`config.mk`:
```
export PLATFORM = sky130hd
export DESIGN_NAME = tmc_mode_ctrl
export DESIGN_NICKNAME = d
export VERILOG_FILES = /design/src/tmc_pkg.sv /design/src/tmc_ctl_if.sv /design/src/tmc_prescaler.sv /design/src/tmc_capture_filter.sv /design/src/tmc_mode_ctrl.sv
export SDC_FILE = /design/constraint.sdc
export NUM_CORES = 1
export LEC_CHECK = 0
export BUFFER_PORTS_ARGS = -buffer_cell sky130_fd_sc_hd__buf_2
export CORE_MARGIN = 4
export CORE_UTILIZATION = 45
export CTS_CLUSTER_SIZE = 25
export DETAILED_ROUTE_END_ITERATION = 6
export PLACE_DENSITY = 0.7
export REMOVE_ABC_BUFFERS = 1
export SLEW_MARGIN = 30
export SYNTH_ARGS = -nofsm -noshare
export SYNTH_HDL_FRONTEND = slang
export SYNTH_HIERARCHICAL = 1
export SYNTH_SLANG_ARGS = --single-unit
```
`constraint.sdc`:
```
create_clock -name CLK -period 3.8 [get_ports CLK]
set_input_delay 0.19 -clock CLK [delete_from_list [all_inputs] [get_ports CLK]]
set_output_delay 0.19 -clock CLK [all_outputs]
set_load 0.01 [all_outputs]
```
`src/tmc_pkg.sv`:
```
// What this block does
// Waveform mode joins two bits of control B with two bits of control A.
// Mode 0: plain counting, TOP 0xFFFF, immediate buffer update, overflow at MAX.
// Modes 1-3: phase-correct, TOP 0x00FF/0x01FF/0x03FF, update at TOP, overflow at BOTTOM.
// Modes 5-7: fast PWM, 8/9/10-bit TOP, update at BOTTOM, overflow at TOP.
// Modes 4 and 12: clear on match, TOP compare A or capture, immediate, MAX.
// Modes 8 and 9: phase-frequency correct, TOP capture or compare A, all at BOTTOM.
// Modes 10 and 11: phase-correct, TOP capture or compare A, update TOP, overflow BOTTOM.
// Modes 14 and 15: fast PWM, TOP capture or compare A, update BOTTOM, overflow TOP.
// Software never selects mode 13; it is reserved.
// With the filter on, capture input changes after four equal successive samples.
// Capture on falling edge when edge select is zero, rising when one.
// A capture copies the count, sets the capture flag, interrupts only if enabled.
// When capture register is TOP, the capture pin is ignored entirely.
// Clock select: stop, /1, /8, /64, /256, /1024, external falling, external rising.
// External count pin is counted even when that pin drives as an output.
// Force strobes act only in non-PWM modes.
// A force strobe makes an immediate match using the current output action.
// A force strobe never raises an interrupt nor clears the counter.
// Force bits always read as zero.
// Control B: filter bit 7, edge bit 6, mode high bits 4:3, clock select 2:0.
// Control C: force A, B, C at bits 7, 6, 5; resets to zero.
// Low I/O registers answer at offset or offset plus 0x20; extended only in data space.
// Non-PWM action: 00 disconnected, 01 toggle, 10 clear, 11 set.
// External count pin is synchronised and each chosen edge gives one count pulse.
package tmc_pkg;
    // Register offsets, unit 1 and unit 3.
    localparam logic [7:0] T1_CTRL_A_OFS = 8'h2F;
    localparam logic [7:0] T1_CTRL_B_OFS = 8'h2E;
    localparam logic [7:0] T1_CTRL_C_OFS = 8'h7A;
    localparam logic [7:0] T3_CTRL_A_OFS = 8'h8B;
    localparam logic [7:0] T3_CTRL_B_OFS = 8'h8A;
    localparam logic [7:0] T3_CTRL_C_OFS = 8'h8C;
    localparam logic [7:0] IO_LOW_LAST = 8'h3F;
    localparam logic [7:0] DATA_SPACE_SHIFT = 8'h20;
    localparam logic [7:0] CTRL_RESET = 8'h00;
    // Field positions.
    localparam int B_FILTER_BIT = 7;
    localparam int B_EDGE_BIT = 6;
    localparam int B_MODE_HI_LSB = 3;
    localparam int B_CLK_LSB = 0;
    localparam int A_MODE_LO_LSB = 0;
    localparam int A_ACTION_A_LSB = 6;
    localparam int C_FORCE_A_BIT = 7;
    // Counter landmarks.
    localparam logic [15:0] CNT_BOTTOM = 16'h0000;
    localparam logic [15:0] CNT_MAX = 16'hFFFF;
    localparam logic [15:0] TOP_8BIT = 16'h00FF;
    localparam logic [15:0] TOP_9BIT = 16'h01FF;
    localparam logic [15:0] TOP_10BIT = 16'h03FF;
    // Prescaler and filter counts.
    localparam int PRESC_W = 10;
    localparam int FILTER_SAMPLES = 4;
    // Clock select codes.
    localparam logic [2:0] CS_STOP = 3'h0;
    localparam logic [2:0] CS_DIV1 = 3'h1;
    localparam logic [2:0] CS_DIV8 = 3'h2;
    localparam logic [2:0] CS_DIV64 = 3'h3;
    localparam logic [2:0] CS_DIV256 = 3'h4;
    localparam logic [2:0] CS_DIV1024 = 3'h5;
    localparam logic [2:0] CS_EXT_FALL = 3'h6;
    localparam logic [2:0] CS_EXT_RISE = 3'h7;
    // Compare output actions in non-PWM modes.
    localparam logic [1:0] ACT_OFF = 2'h0;
    localparam logic [1:0] ACT_TOGGLE = 2'h1;
    localparam logic [1:0] ACT_CLEAR = 2'h2;
    localparam logic [1:0] ACT_SET = 2'h3;
    typedef enum logic [2:0] {
        SEQ_NORMAL = 3'h0,
        SEQ_CLEAR_ON_MATCH = 3'h1,
        SEQ_FAST = 3'h2,
        SEQ_PHASE = 3'h3,
        SEQ_PHASE_FREQ = 3'h4,
        SEQ_RESERVED = 3'h5
    } tmc_seq_t;
    typedef enum logic [2:0] {
        PT_IMMEDIATE = 3'h0,
        PT_TOP = 3'h1,
        PT_BOTTOM = 3'h2,
        PT_MAX = 3'h3,
        PT_NONE = 3'h4
    } tmc_point_t;
    typedef enum logic [1:0] {
        TOP_FIXED = 2'h0,
        TOP_CMP_A = 2'h1,
        TOP_CAPTURE = 2'h2
    } tmc_top_src_t;
endpackage : tmc_pkg

```
`src/tmc_ctl_if.sv`:
```
`timescale 1ns/10ps
// Controls and events shared by the mode logic and its helpers.
interface tmc_ctl_if;
    logic [2:0] clk_source_sel;
    logic count_en;
    logic capture_filter_en;
    logic capture_edge_sel;
    logic capture_allow;
    logic capture_trig;
    modport presc (input clk_source_sel, output count_en);
    modport capt (input capture_filter_en, capture_edge_sel, capture_allow, output capture_trig);
    modport ctrl (output clk_source_sel, capture_filter_en, capture_edge_sel, capture_allow,
                  input count_en, capture_trig);
endinterface : tmc_ctl_if

```
`src/tmc_prescaler.sv`:
```
`timescale 1ns/10ps
// Count enable source: divided I/O clock or edges of the external count pin.
module tmc_prescaler (
    input wire logic clk,
    input wire logic arst_n,
    input wire logic ext_count_pin,
    tmc_ctl_if.presc ctl
);
    logic [tmc_pkg::PRESC_W-1:0] div_ff;
    logic ext_meta_ff;
    logic ext_sync_ff;
    logic ext_prev_ff;
    logic tick;

    // Free-running divider; each tap is all ones once per its period.
    always_ff @(posedge clk or negedge arst_n) begin
        if (!arst_n) begin
            div_ff <= '0;
        end else begin
            div_ff <= div_ff + 1'b1;
        end
    end

    // The pin is read as an input whatever its direction, so software can drive counts.
    always_ff @(posedge clk or negedge arst_n) begin
        if (!arst_n) begin
            ext_meta_ff <= 1'b0;
            ext_sync_ff <= 1'b0;
            ext_prev_ff <= 1'b0;
        end else begin
            ext_meta_ff <= ext_count_pin;
            ext_sync_ff <= ext_meta_ff;
            ext_prev_ff <= ext_sync_ff;
        end
    end

    // Edge detection looks only at the second stage and its delayed copy.
    always_comb begin
        unique case (ctl.clk_source_sel)
            tmc_pkg::CS_STOP: tick = 1'b0;
            tmc_pkg::CS_DIV1: tick = 1'b1;
            tmc_pkg::CS_DIV8: tick = &div_ff[2:0];
            tmc_pkg::CS_DIV64: tick = &div_ff[5:0];
            tmc_pkg::CS_DIV256: tick = &div_ff[7:0];
            tmc_pkg::CS_DIV1024: tick = &div_ff[9:0];
            tmc_pkg::CS_EXT_FALL: tick = ext_prev_ff & ~ext_sync_ff;
            tmc_pkg::CS_EXT_RISE: tick = ~ext_prev_ff & ext_sync_ff;
        endcase
    end

    assign ctl.count_en = tick;
endmodule : tmc_prescaler

```
`src/tmc_capture_filter.sv`:
```
`timescale 1ns/10ps
// Optional four-sample filter on the capture pin and the selected edge detector.
module tmc_capture_filter #(
    parameter int SAMPLES = tmc_pkg::FILTER_SAMPLES
) (
    input wire logic clk,
    input wire logic arst_n,
    input wire logic capture_pin,
    tmc_ctl_if.capt ctl
);
    logic [SAMPLES-1:0] hist_ff;
    logic filt_ff;
    logic prev_ff;
    logic level;

    if (SAMPLES < 2) begin : g_bad
        $error("SAMPLES below 2");
    end

    // Sample history; the filtered level moves only when every sample agrees.
    always_ff @(posedge clk or negedge arst_n) begin
        if (!arst_n) begin
            hist_ff <= '0;
            filt_ff <= 1'b0;
        end else begin
            hist_ff <= {hist_ff[SAMPLES-2:0], capture_pin};
            if (&hist_ff) begin
                filt_ff <= 1'b1;
            end else if (~|hist_ff) begin
                filt_ff <= 1'b0;
            end
        end
    end

    // Unfiltered path takes the newest sample, trading noise immunity for latency.
    assign level = ctl.capture_filter_en ? filt_ff : hist_ff[0];

    always_ff @(posedge clk or negedge arst_n) begin
        if (!arst_n) begin
            prev_ff <= 1'b0;
        end else begin
            prev_ff <= level;
        end
    end

    // Pin is disconnected while the capture register serves as TOP.
    assign ctl.capture_trig = ctl.capture_allow &
        (ctl.capture_edge_sel ? (level & ~prev_ff) : (~level & prev_ff));
endmodule : tmc_capture_filter

```
`src/tmc_mode_ctrl.sv`:
```
`timescale 1ns/10ps
// Mode control of one 16-bit timer unit.
module tmc_mode_ctrl #(
    parameter bit UNIT3 = 1'b0
) (
    input wire logic CLK,
    input wire logic ARST_N,
    input wire logic [7:0] IO_ADDR,
    input wire logic IO_SPACE,
    input wire logic IO_WR,
    input wire logic IO_RD,
    input wire logic [7:0] IO_WDATA,
    output logic [7:0] IO_RDATA,
    output logic IO_HIT,
    input wire logic CAPTURE_PIN,
    input wire logic EXT_COUNT_PIN,
    input wire logic [15:0] COUNT_VALUE,
    input wire logic [15:0] COMPARE_A_VALUE,
    input wire logic [2:0] MATCH,
    input wire logic CAPTURE_FLAG_CLR,
    input wire logic CAPTURE_INT_EN,
    output logic COUNT_EN,
    output logic [15:0] TOP_VALUE,
    output logic [2:0] COUNT_SEQ,
    output logic [2:0] BUF_UPDATE_POINT,
    output logic [2:0] OVERFLOW_POINT,
    output logic OVERFLOW_SET,
    output logic COUNTER_CLEAR,
    output logic [15:0] CAPTURE_VALUE,
    output logic CAPTURE_FLAG,
    output logic CAPTURE_IRQ,
    output logic [2:0] COMPARE_OUT,
    output logic [2:0] COMPARE_CONN
);
    localparam logic [7:0] OFS_A = UNIT3 ? tmc_pkg::T3_CTRL_A_OFS : tmc_pkg::T1_CTRL_A_OFS;
    localparam logic [7:0] OFS_B = UNIT3 ? tmc_pkg::T3_CTRL_B_OFS : tmc_pkg::T1_CTRL_B_OFS;
    localparam logic [7:0] OFS_C = UNIT3 ? tmc_pkg::T3_CTRL_C_OFS : tmc_pkg::T1_CTRL_C_OFS;

    tmc_ctl_if ctl ();

    logic [7:0] ctrl_a_ff;
    logic [7:0] ctrl_b_ff;
    logic [7:0] rdata_ff;
    logic [15:0] capture_ff;
    logic capture_flag_ff;
    logic [15:0] top_ff;
    logic ovf_ff;
    logic clear_ff;
    logic hit_a;
    logic hit_b;
    logic hit_c;
    logic [3:0] waveform_mode_sel;
    tmc_pkg::tmc_seq_t seq;
    tmc_pkg::tmc_point_t upd_pt;
    tmc_pkg::tmc_point_t ovf_pt;
    tmc_pkg::tmc_top_src_t top_src;
    logic [15:0] fixed_top;
    logic [15:0] nxt_top;
    logic non_pwm;
    logic [2:0] force_match;
    logic [15:0] ovf_cmp;

    // Low registers answer both ways; extended ones only in data space.
    function automatic logic addr_hit(input logic [7:0] ofs, input logic [7:0] addr,
                                      input logic io_space);
        logic low;
        low = (ofs <= tmc_pkg::IO_LOW_LAST);
        if (low) begin
            addr_hit = io_space ? (addr == ofs) : (addr == ofs + tmc_pkg::DATA_SPACE_SHIFT);
        end else begin
            addr_hit = !io_space && (addr == ofs);
        end
    endfunction : addr_hit

    assign hit_a = addr_hit(OFS_A, IO_ADDR, IO_SPACE);
    assign hit_b = addr_hit(OFS_B, IO_ADDR, IO_SPACE);
    assign hit_c = addr_hit(OFS_C, IO_ADDR, IO_SPACE);
    assign IO_HIT = hit_a | hit_b | hit_c;

    // Control A holds all eight bits as written.
    always_ff @(posedge CLK or negedge ARST_N) begin
        if (!ARST_N) begin
            ctrl_a_ff <= tmc_pkg::CTRL_RESET;
        end else if (IO_WR && hit_a) begin
            ctrl_a_ff <= IO_WDATA;
        end
    end

    // Control B keeps its unused bit 5 at zero so it always reads back zero.
    always_ff @(posedge CLK or negedge ARST_N) begin
        if (!ARST_N) begin
            ctrl_b_ff <= tmc_pkg::CTRL_RESET;
        end else if (IO_WR && hit_b) begin
            ctrl_b_ff <= IO_WDATA & 8'hDF;
        end
    end

    // Read data is registered and valid one clock after the read strobe.
    // Control C has no storage: its force bits are pure strobes.
    always_ff @(posedge CLK or negedge ARST_N) begin
        if (!ARST_N) begin
            rdata_ff <= 8'h00;
        end else if (IO_RD) begin
            if (hit_a) begin
                rdata_ff <= ctrl_a_ff;
            end else if (hit_b) begin
                rdata_ff <= ctrl_b_ff;
            end else begin
                rdata_ff <= 8'h00;
            end
        end
    end
    assign IO_RDATA = rdata_ff;

    // Four-bit mode from the two register halves.
    assign waveform_mode_sel = {ctrl_b_ff[tmc_pkg::B_MODE_HI_LSB+1],
                                ctrl_b_ff[tmc_pkg::B_MODE_HI_LSB],
                                ctrl_a_ff[tmc_pkg::A_MODE_LO_LSB+1],
                                ctrl_a_ff[tmc_pkg::A_MODE_LO_LSB]};

    // Mode decode; the reserved code is inert so a stray write cannot half-start a mode.
    always_comb begin
        seq = tmc_pkg::SEQ_NORMAL;
        upd_pt = tmc_pkg::PT_IMMEDIATE;
        ovf_pt = tmc_pkg::PT_MAX;
        top_src = tmc_pkg::TOP_FIXED;
        fixed_top = tmc_pkg::CNT_MAX;
        unique case (waveform_mode_sel)
            4'h0: begin
                seq = tmc_pkg::SEQ_NORMAL;
            end
            4'h1, 4'h2, 4'h3: begin
                seq = tmc_pkg::SEQ_PHASE;
                upd_pt = tmc_pkg::PT_TOP;
                ovf_pt = tmc_pkg::PT_BOTTOM;
            end
            4'h4, 4'hC: begin
                seq = tmc_pkg::SEQ_CLEAR_ON_MATCH;
                top_src = waveform_mode_sel[3] ? tmc_pkg::TOP_CAPTURE : tmc_pkg::TOP_CMP_A;
            end
            4'h5, 4'h6, 4'h7: begin
                seq = tmc_pkg::SEQ_FAST;
                upd_pt = tmc_pkg::PT_BOTTOM;
                ovf_pt = tmc_pkg::PT_TOP;
            end
            4'h8, 4'h9: begin
                seq = tmc_pkg::SEQ_PHASE_FREQ;
                upd_pt = tmc_pkg::PT_BOTTOM;
                ovf_pt = tmc_pkg::PT_BOTTOM;
                top_src = waveform_mode_sel[0] ? tmc_pkg::TOP_CMP_A : tmc_pkg::TOP_CAPTURE;
            end
            4'hA, 4'hB: begin
                seq = tmc_pkg::SEQ_PHASE;
                upd_pt = tmc_pkg::PT_TOP;
                ovf_pt = tmc_pkg::PT_BOTTOM;
                top_src = waveform_mode_sel[0] ? tmc_pkg::TOP_CMP_A : tmc_pkg::TOP_CAPTURE;
            end
            4'hD: begin
                seq = tmc_pkg::SEQ_RESERVED;
                upd_pt = tmc_pkg::PT_NONE;
                ovf_pt = tmc_pkg::PT_NONE;
            end
            4'hE, 4'hF: begin
                seq = tmc_pkg::SEQ_FAST;
                upd_pt = tmc_pkg::PT_BOTTOM;
                ovf_pt = tmc_pkg::PT_TOP;
                top_src = waveform_mode_sel[0] ? tmc_pkg::TOP_CMP_A : tmc_pkg::TOP_CAPTURE;
            end
        endcase
        // Fixed-resolution modes share their width code in the low bits.
        unique case (waveform_mode_sel[1:0])
            2'h1: fixed_top = tmc_pkg::TOP_8BIT;
            2'h2: fixed_top = tmc_pkg::TOP_9BIT;
            2'h3: fixed_top = tmc_pkg::TOP_10BIT;
            2'h0: fixed_top = tmc_pkg::CNT_MAX;
        endcase
    end

    assign non_pwm = (seq == tmc_pkg::SEQ_NORMAL) || (seq == tmc_pkg::SEQ_CLEAR_ON_MATCH);

    // TOP selection from the fixed value, compare A or the capture register.
    always_comb begin
        unique case (top_src)
            tmc_pkg::TOP_CMP_A: nxt_top = COMPARE_A_VALUE;
            tmc_pkg::TOP_CAPTURE: nxt_top = capture_ff;
            default: nxt_top = fixed_top;
        endcase
    end

    always_ff @(posedge CLK or negedge ARST_N) begin
        if (!ARST_N) begin
            top_ff <= tmc_pkg::CNT_MAX;
        end else begin
            top_ff <= nxt_top;
        end
    end

    // Helper controls and their status.
    assign ctl.clk_source_sel = ctrl_b_ff[tmc_pkg::B_CLK_LSB+2:tmc_pkg::B_CLK_LSB];
    assign ctl.capture_filter_en = ctrl_b_ff[tmc_pkg::B_FILTER_BIT];
    assign ctl.capture_edge_sel = ctrl_b_ff[tmc_pkg::B_EDGE_BIT];
    assign ctl.capture_allow = (top_src != tmc_pkg::TOP_CAPTURE);

    tmc_prescaler u_presc (
        .clk(CLK),
        .arst_n(ARST_N),
        .ext_count_pin(EXT_COUNT_PIN),
        .ctl(ctl)
    );

    tmc_capture_filter #(
        .SAMPLES(tmc_pkg::FILTER_SAMPLES)
    ) u_capt (
        .clk(CLK),
        .arst_n(ARST_N),
        .capture_pin(CAPTURE_PIN),
        .ctl(ctl)
    );

    assign COUNT_EN = ctl.count_en;

    // Capture copies the live count; a capture in the clearing cycle wins.
    always_ff @(posedge CLK or negedge ARST_N) begin
        if (!ARST_N) begin
            capture_ff <= 16'h0000;
        end else if (ctl.capture_trig) begin
            capture_ff <= COUNT_VALUE;
        end
    end

    always_ff @(posedge CLK or negedge ARST_N) begin
        if (!ARST_N) begin
            capture_flag_ff <= 1'b0;
        end else if (ctl.capture_trig) begin
            capture_flag_ff <= 1'b1;
        end else if (CAPTURE_FLAG_CLR) begin
            capture_flag_ff <= 1'b0;
        end
    end

    assign CAPTURE_VALUE = capture_ff;
    assign CAPTURE_FLAG = capture_flag_ff;
    assign CAPTURE_IRQ = capture_flag_ff & CAPTURE_INT_EN;

    // Overflow flag point compare value.
    always_comb begin
        unique case (ovf_pt)
            tmc_pkg::PT_TOP: ovf_cmp = top_ff;
            tmc_pkg::PT_BOTTOM: ovf_cmp = tmc_pkg::CNT_BOTTOM;
            default: ovf_cmp = tmc_pkg::CNT_MAX;
        endcase
    end

    // Overflow and clear pulses come from counted ticks only, never from a force strobe.
    always_ff @(posedge CLK or negedge ARST_N) begin
        if (!ARST_N) begin
            ovf_ff <= 1'b0;
            clear_ff <= 1'b0;
        end else begin
            ovf_ff <= COUNT_EN && (ovf_pt != tmc_pkg::PT_NONE) && (COUNT_VALUE == ovf_cmp);
            clear_ff <= COUNT_EN && (seq == tmc_pkg::SEQ_CLEAR_ON_MATCH) && (COUNT_VALUE == top_ff);
        end
    end

    assign OVERFLOW_SET = ovf_ff;
    assign COUNTER_CLEAR = clear_ff;
    assign TOP_VALUE = top_ff;
    assign COUNT_SEQ = seq;
    assign BUF_UPDATE_POINT = upd_pt;
    assign OVERFLOW_POINT = ovf_pt;

    // Force strobes from a write to control C, dropped in PWM modes.
    generate
        for (genvar ch = 0; ch < 3; ch++) begin : g_chan
            logic [1:0] action;
            logic out_ff;
            assign force_match[ch] = IO_WR && hit_c && non_pwm &&
                                     IO_WDATA[tmc_pkg::C_FORCE_A_BIT-ch];
            assign action = ctrl_a_ff[tmc_pkg::A_ACTION_A_LSB-2*ch+1:tmc_pkg::A_ACTION_A_LSB-2*ch];
            assign COMPARE_CONN[ch] = (action != tmc_pkg::ACT_OFF);

            // Action is read at the strobe itself; PWM shaping lies elsewhere.
            always_ff @(posedge CLK or negedge ARST_N) begin
                if (!ARST_N) begin
                    out_ff <= 1'b0;
                end else if (non_pwm && (force_match[ch] || (MATCH[ch] && COUNT_EN))) begin
                    unique case (action)
                        tmc_pkg::ACT_TOGGLE: out_ff <= ~out_ff;
                        tmc_pkg::ACT_CLEAR: out_ff <= 1'b0;
                        tmc_pkg::ACT_SET: out_ff <= 1'b1;
                        tmc_pkg::ACT_OFF: out_ff <= out_ff;
                    endcase
                end
            end
            assign COMPARE_OUT[ch] = out_ff;
        end
    endgenerate
endmodule : tmc_mode_ctrl

```
==> run_results.csv, run 1 <==
group,metric,value,unit
run_status,status,"finished clean",
placed_design,dp_hpwl,8423,um
placed_design,port-buffer-count,120,
logic_synthesis,netlist_top_cells_count,"dfrtp_1, mux2_2, nand2_1, inv_1",
floorplanning,fp.coreArea,0.009371,mm^2
power,p_int,1.466,mW
setup_path,worstSetupStartpointType,"register",
sta,fin_tns_setup,0,ns
layout,diodes,0,
logic_synthesis,ys_types,64,
layout,final_core_util,56.54,%
clock_network,cts_root_buf,"clkbuf_8",
clock_network,cts_tree,"built",
logic_synthesis,yosysTopAreaCell,"dfrtp_1",
clock_network,cts.repair.resized,0,
setup_path,reg2regPathDepth,12,
layout,area_growth,20.72,%
logic_synthesis,yosysMostFrequentCell,"dfrtp_1",
logic_synthesis,postSynth.asyncResetShare,100.0,%
placed_design,gp_congestion,0.8399,
power,total_leakage_power,2.347,nW
clock_network,htree_levels,3,
sta,maxSlewHeadroom,39.81,%
setup_path,worstPathMaxFanout,10,
sta,post-route-period-util,84.11,%
logic_synthesis,synth-edff-count,0,
drt,drtIter0Drc,218,
floorplanning,dieHeight,106.8,um
global_route,grt-ovfl-total,0,
sta,worstMarginPinSlew,0.9028,ns
logic_synthesis,synth_warnings,6,
global_route,antenna_found_initial,0,
power,combPwrFrac,19.8,%
global_route,grt_pass1_vias,3753,
power,ir_worst_vdd,0.1899,mV
drt,wl_per_cell,16.62,um
logic_synthesis,synth_top_area_share,36.49,%
sta,min_period,3.196,ns
setup_path,r2r_slack,0.60,ns
layout,drive_gt1_share,36.82,%
sta,setup_viol,0,
floorplanning,start_util,46.84,%
setup_path,rr_endpoint,"CAPTURE_VALUE[12]",
logic_synthesis,ys_seq_area_share,46.07,%
global_route,grt_pass1_wl,18590,um
drt,wl,11350,um
floorplanning,fp-row-count,35,
sta,clock.fmax,0.3129,GHz
clock_network,cts_made_buffers,9,
setup_path,startpoint,"ctrl_a_ff[0]",
sta,drv_slew,0,
placed_design,dpl.cell_count,664,
layout,final_cells,683,
drt,ant_nets,0,
logic_synthesis,ys.flop_type,"dfrtp_1",
global_route,use_met3,2.890,%
global_route,grt_usage,20.37,%
power,power_frac_seq,49.2,%
clock_network,clk_pin_slew_worst_paths,0.08,ns
clock_network,clkSinkCount,80,
power,switching_share,29.23,%
floorplanning,pin_count,121,
drt,firstDrtPassIters,4,
setup_path,critPathKind,"reg2reg",
layout,nNetsFinal,618,
placed_design,place_ws,0.6166,ns
sta,finalWorstSetupSlack,0.6037,ns
worst_hold_path,holdCritPathClass,"in2reg",
drt,viasPerCell,5.492,
clock_network,clock_path_buffers,2,
logic_synthesis,syn_inst,434,
setup_path,setup.worst_path.end,"CAPTURE_VALUE[12]",
run,drv_cap,0,
sta,fin_skew,0.02361,ns
floorplanning,dieArea,0.01140,mm^2
logic_synthesis,synth_area_leaders,"dfrtp_1, dfstp_2, mux2_2",
setup_path,end_kind,"register",
power,clkPwrFrac,31.0,%
setup_path,cp.arrival,3.41,ns
global_route,gr-usage-met1,27.92,%
global_route,grt_max_degree,81,
global_route,use_met2,33.36,%
floorplanning,die_w,106.8,um
drt,via_count,3751,
power,p_sw,0.6054,mW
logic_synthesis,ys_ff_latch,80,
setup_path,worstPathRequired,4.02,ns
setup_path,worstReg2RegStart,"ctrl_a_ff[0]",
logic_synthesis,syn-cell-area,0.004389,mm^2
clock_network,clkLatencyLatePin,0.35,ns
sta,rsz0062_at_grt,"false",
drt,drc,0,
logic_synthesis,avgSynthCellArea,10.11,um^2
global_route,busiest_layer,"met2",
power,power.density,390.9,mW/mm^2
sta,hold_viol,0,
-- state kept, by name (all words and copies together) (netlist names), 3 cells and up --
signal and cells:
u_capt/hist_ff 4, IO_RDATA 8, ctrl_a_ff 8, TOP_VALUE 16
ctrl_b_ff 7, CAPTURE_VALUE 16, g_chan.out_ff 3, u_presc/div_ff 10
-- worst max-delay path, stage by stage, from the launching register on --
cell	delay [ns]
dfrtp_1	0.48
inv_1	0.10
ha_1	0.26
nor2_1	0.25
a21oi_1	0.11
o21ai_0	0.28
inv_1	0.08
ha_1	0.20
inv_1	0.07
nand3b_1	0.09
mux2i_2	0.50
buf_4	0.30
mux2_2	0.36
-- power groups by stage --
| stage | clock network, mW | registers, mW | logic, mW |
|---|---|---|---|
| CTS | 0.652 | 1.02 | 0.413 |
| global placement | 0 | 1.03 | 0.399 |
| global route | 0.692 | 1.03 | 0.453 |
| finish | 0.642 | 1.02 | 0.411 |
| floorplan | 0 | 1.04 | 0.195 |
| detailed placement | 0 | 1.04 | 0.409 |
-- worst min path at each step --
stage,depth (start not counted),endpoint,from
floorplan,0,CAPTURE_FLAG,ARST_N
global placement,1,u_capt/hist_ff[0],CAPTURE_PIN
detailed placement,1,u_presc/ext_meta_ff,EXT_COUNT_PIN
CTS,1,IO_RDATA[7],ARST_N
global route,2,TOP_VALUE[5],COMPARE_A_VALUE[5]
finish,2,TOP_VALUE[5],COMPARE_A_VALUE[5]
-- routing by layer --
| layer | vias to the layer above | part of all wire, % | wire length (um) |
|---|---|---|---|
| met5 | - | 0 | 0 |
| met3 | 9 | 6.6 | 746 |
| met1 | 1806 | 44 | 4964 |
| met2 | 130 | 49 | 5537 |
| met4 | 0 | 0.91 | 103 |
| li1 | 1806 | - | - |
-- through the flow --
stage / total power, mW / hold slack [ns] / cell area [um^2]
2_1_floorplan: 1.240 / -0.1056 / 4265
6_report: 2.072 / 0.07641 / 5299
3_5_place_dp: 1.444 / 0.3010 / 5064
5_1_grt: 2.178 / 0.07040 / 5299
4_1_cts: 2.083 / 0.04776 / 5285
3_3_place_gp: 1.430 / 0.3023 / 5064
-- placed cells by master (no fill, tap or decap), types with 9 or more instances in the layout --
cell type,count
buf_2,119
mux2_2,33
nand3_1,26
dfstp_2,16
ha_1,9
xnor2_1,13
nand2_1,30
a21oi_1,19
dfrtp_1,64
clkbuf_8,11
o21ai_0,24
nor2_1,26
inv_1,27
-- area by class of cell --
| type | count | area [um^2] |
|---|---|---|
| Clock buffer | 13 | 158.9 |
| Clock inverter | 3 | 42.54 |
| Fill cell | 868 | 4073 |
| Inverter | 28 | 105.1 |
| Multi-Input combinational cell | 303 | 2142 |
| Sequential cell | 80 | 2022 |
| Tap cell | 129 | 161.4 |
| Timing Repair Buffer | 127 | 666.9 |
-- kinds of logic (layout without fill, tap and decap cells) --
kind of cell	after synthesis	in the layout	share of synthesized area, %
DFF	80	80	46.07
and+or+nand+nor	138	138	16.90
xor gates and xnor gates	21	21	4.191
muxes	35	35	9.036
AOI/OAI and AO/OA	100	100	16.02
adders and majority gates	9	9	2.566
buffers and inverters	51	171	5.216
-- what timing repair did --
item                                   CTS  global route
setup buffers                            0             0
endpoints found under the hold margin    2            64
hold buffers                             2             1
Note: power is estimated with default switching activity, not from simulation.
==> inputs of run 2 (changes only) <==
--- a/config.mk
+++ b/config.mk
@@ -10,7 +10,7 @@
 export CORE_UTILIZATION = 45
 export CTS_CLUSTER_SIZE = 25
 export DETAILED_ROUTE_END_ITERATION = 6
-export PLACE_DENSITY = 0.7
+export PLACE_DENSITY = 0.73
 export REMOVE_ABC_BUFFERS = 1
 export SLEW_MARGIN = 30
 export SYNTH_ARGS = -nofsm -noshare
==> constraint.sdc (replaced) <==
create_clock -name CLK -period 2.7 [get_ports CLK]
set_input_delay 0.135 -clock CLK [delete_from_list [all_inputs] [get_ports CLK]]
set_output_delay 0.135 -clock CLK [all_outputs]
set_load 0.01 [all_outputs]
==> run 2 against run 1 <==
Effect of this change:
- global-route usage up 0.81 points
- worst hold slack worse by 0.065 ns
- clock-buffer cell count down 2
- utilization increased by 2.4 points
- sequential power rose by 40%
- routed wire length grew 5.4%
- clock power rose by 50%
- sequential share of layout area decreased by 1.5 points
- final area is 4.2% higher
- fmax increased by 22%
- clock skew decreased by 0.012 ns
- largest power group unchanged
==> run_results.csv, run 2 (synthesis results as in run 1) <==
group,metric,value,unit
drt,firstDrtPassIters,5,
clock_network,clkLatencyLatePin,0.36,ns
global_route,grt_usage,21.19,%
sta,fin_tns_setup,0,ns
run,drv_cap,0,
floorplanning,start_util,46.84,%
power,power.density,547.8,mW/mm^2
setup_path,cp_cell_sequence,"inv_4 > ha_4 > nor2_2 > nor2_2 > o311ai_2 > o21ai_1 > inv_1 > ha_2 > inv_1 > nand3b_1 > mux2i_4 > clkbuf_16 > mux2_2",
layout,diodes,0,
clock_network,clock_path_buffers,2,
global_route,grt_pass1_vias,3838,
layout,nNetsFinal,633,
worst_hold_path,holdCritPathClass,"in2reg",
floorplanning,fp-row-count,35,
global_route,grt_max_degree,43,
layout,area_growth,25.80,%
placed_design,dp_hpwl,8843,um
drt,ant_nets,0,
power,total_leakage_power,2.440,nW
floorplanning,dieHeight,106.8,um
sta,hold_ws,0.01106,ns
clock_network,cts_root_buf,"clkbuf_8",
setup_path,critPathKind,"reg2reg",
drt,viasPerCell,5.619,
placed_design,gp_congestion,0.8812,
placed_design,place_ws,-0.03048,ns
layout,final_cell_mix,"buf_2, dfrtp_1, mux2_2",
setup_path,end_kind,"register",
sta,drv_slew,0,
clock_network,cts_tree,"built",
clock_network,htree_levels,3,
floorplanning,die_w,106.8,um
floorplanning,pin_count,121,
sta,post-route-period-util,96.98,%
sta,finalWorstSetupSlack,0.08144,ns
sta,hold_viol,0,
sta,maxSlewHeadroom,52.69,%
setup_path,worstPathMaxFanout,8,
sta,setup_viol,0,
sta,fin_skew,0.01171,ns
drt,drc,0,
floorplanning,dieArea,0.01140,mm^2
floorplanning,fp.coreArea,0.009371,mm^2
run_status,status,"finished clean",
layout,fill_cells,854,
setup_path,worstSetupStartpointType,"register",
sta,min_period,2.619,ns
layout,drive_gt1_share,40.07,%
power,ir_worst_vdd,0.3142,mV
drt,wl,11960,um
setup_path,cpPeakStageDelay,0.45,ns
drt,drtIter0Drc,237,
global_route,grt_pass1_wl,19260,um
placed_design,port-buffer-count,120,
clock_network,cts_made_buffers,9,
setup_path,cp.arrival,2.85,ns
drt,wl_per_cell,17.13,um
sta,worstMarginPinSlew,0.7097,ns
clock_network,clkSinkCount,80,
global_route,antenna_found_initial,0,
sta,clock.fmax,0.3819,GHz
setup_path,worstPathRequired,2.94,ns
drt,via_count,3922,
clock_network,clk_pin_slew_worst_paths,0.08,ns
setup_path,crit_slowest_cell,"dfrtp_2",
layout,final_common_cell,"buf_2",
global_route,grt-ovfl-total,0,
## run 2: cell types whose count changed in the layout (fill, tap and decap cells not counted), moves of 2 or more
cell,change
buf_4,+11
ha_1,-3
buf_12,+2
clkbuf_8,-2
dfrtp_1,-2
dfrtp_2,+2
ha_4,+2
inv_1,-2
nor2_1,-2
nor2_2,+2
o21ai_0,-2
o21ai_1,+2
## run 2: routing by layer
metal	up-vias	share of wire, %	global-route usage (%)
met5	-	0	0
met4	0	2.4	7.763
met3	28	6.8	3.974
met2	165	48	33.90
met1	1897	43	28.73
li1	1832	-	-
## run 2: worst max-delay path, delay by kind of cell (launching register included)
| family | cells | cell delay [ns] |
|---|---|---|
| buf+inv | 4 | 0.45 |
| fa+ha+maj | 2 | 0.36 |
| flops | 1 | 0.45 |
| mux | 2 | 0.60 |
| simple gates | 3 | 0.32 |
| compound gates | 2 | 0.29 |
## run 2: through the flow
stage / area (um^2) / cells / util [%] / total power [mW]
final: 5522 / 698 / 58.92 / 3.025
after floorplan: 4265 / 411 / - / 1.745
after global placement: 5136 / 672 / 54.81 / 2.030
after CTS: 5413 / 693 / 57.76 / 3.025
after global routing: 5522 / 698 / 58.92 / 3.180
after detailed placement: 5156 / 673 / 55.02 / 2.052
## run 2: layout make-up
| class | instances | area, um^2 | area share (%) |
|---|---|---|---|
| Clock buffer | 11 | 131.4 | 2.379 |
| Clock inverter | 5 | 81.33 | 1.473 |
| Inverter | 28 | 107.6 | 1.949 |
| Multi-Input combinational cell | 303 | 2191 | 39.68 |
| Sequential cell | 80 | 2024 | 36.66 |
| Tap cell | 129 | 161.4 | 2.923 |
| Timing Repair Buffer | 142 | 824.5 | 14.93 |
## run 2: what timing repair did
action,in CTS,in global routing
endpoints found under the hold margin,37,0
gates cloned,0,1
pin swaps,0,4
hold buffers,4,0
buffers inserted,0,4
gates resized for setup,2,16
setup endpoints to repair,16,33
## run 2: worst paths after layout
path / from / cells past startpoint / slack (ns) / end
worst max-delay path: ctrl_a_ff[1] / 13 / 0.08 / CAPTURE_VALUE[9]
worst min-delay path: COMPARE_A_VALUE[5] / 2 / 0.01 / TOP_VALUE[5]
worst max register to register: ctrl_a_ff[1] / 13 / 0.08 / CAPTURE_VALUE[9]
worst min register to register: u_presc/ext_meta_ff / 0 / 0.36 / u_presc/ext_sync_ff
max in group asynchronous: ARST_N / 3 / 1.75 / TOP_VALUE[11]
min in group asynchronous: ARST_N / 2 / 0.28 / u_presc/ext_meta_ff
## run 2: report_power, final
group	internal (mW)	leakage (nW)	switching [mW]
Sequential	1.32	0.970	0.108
Combinational	0.295	1.37	0.334
Clock	0.522	0.104	0.443
Total	2.14	2.44	0.886
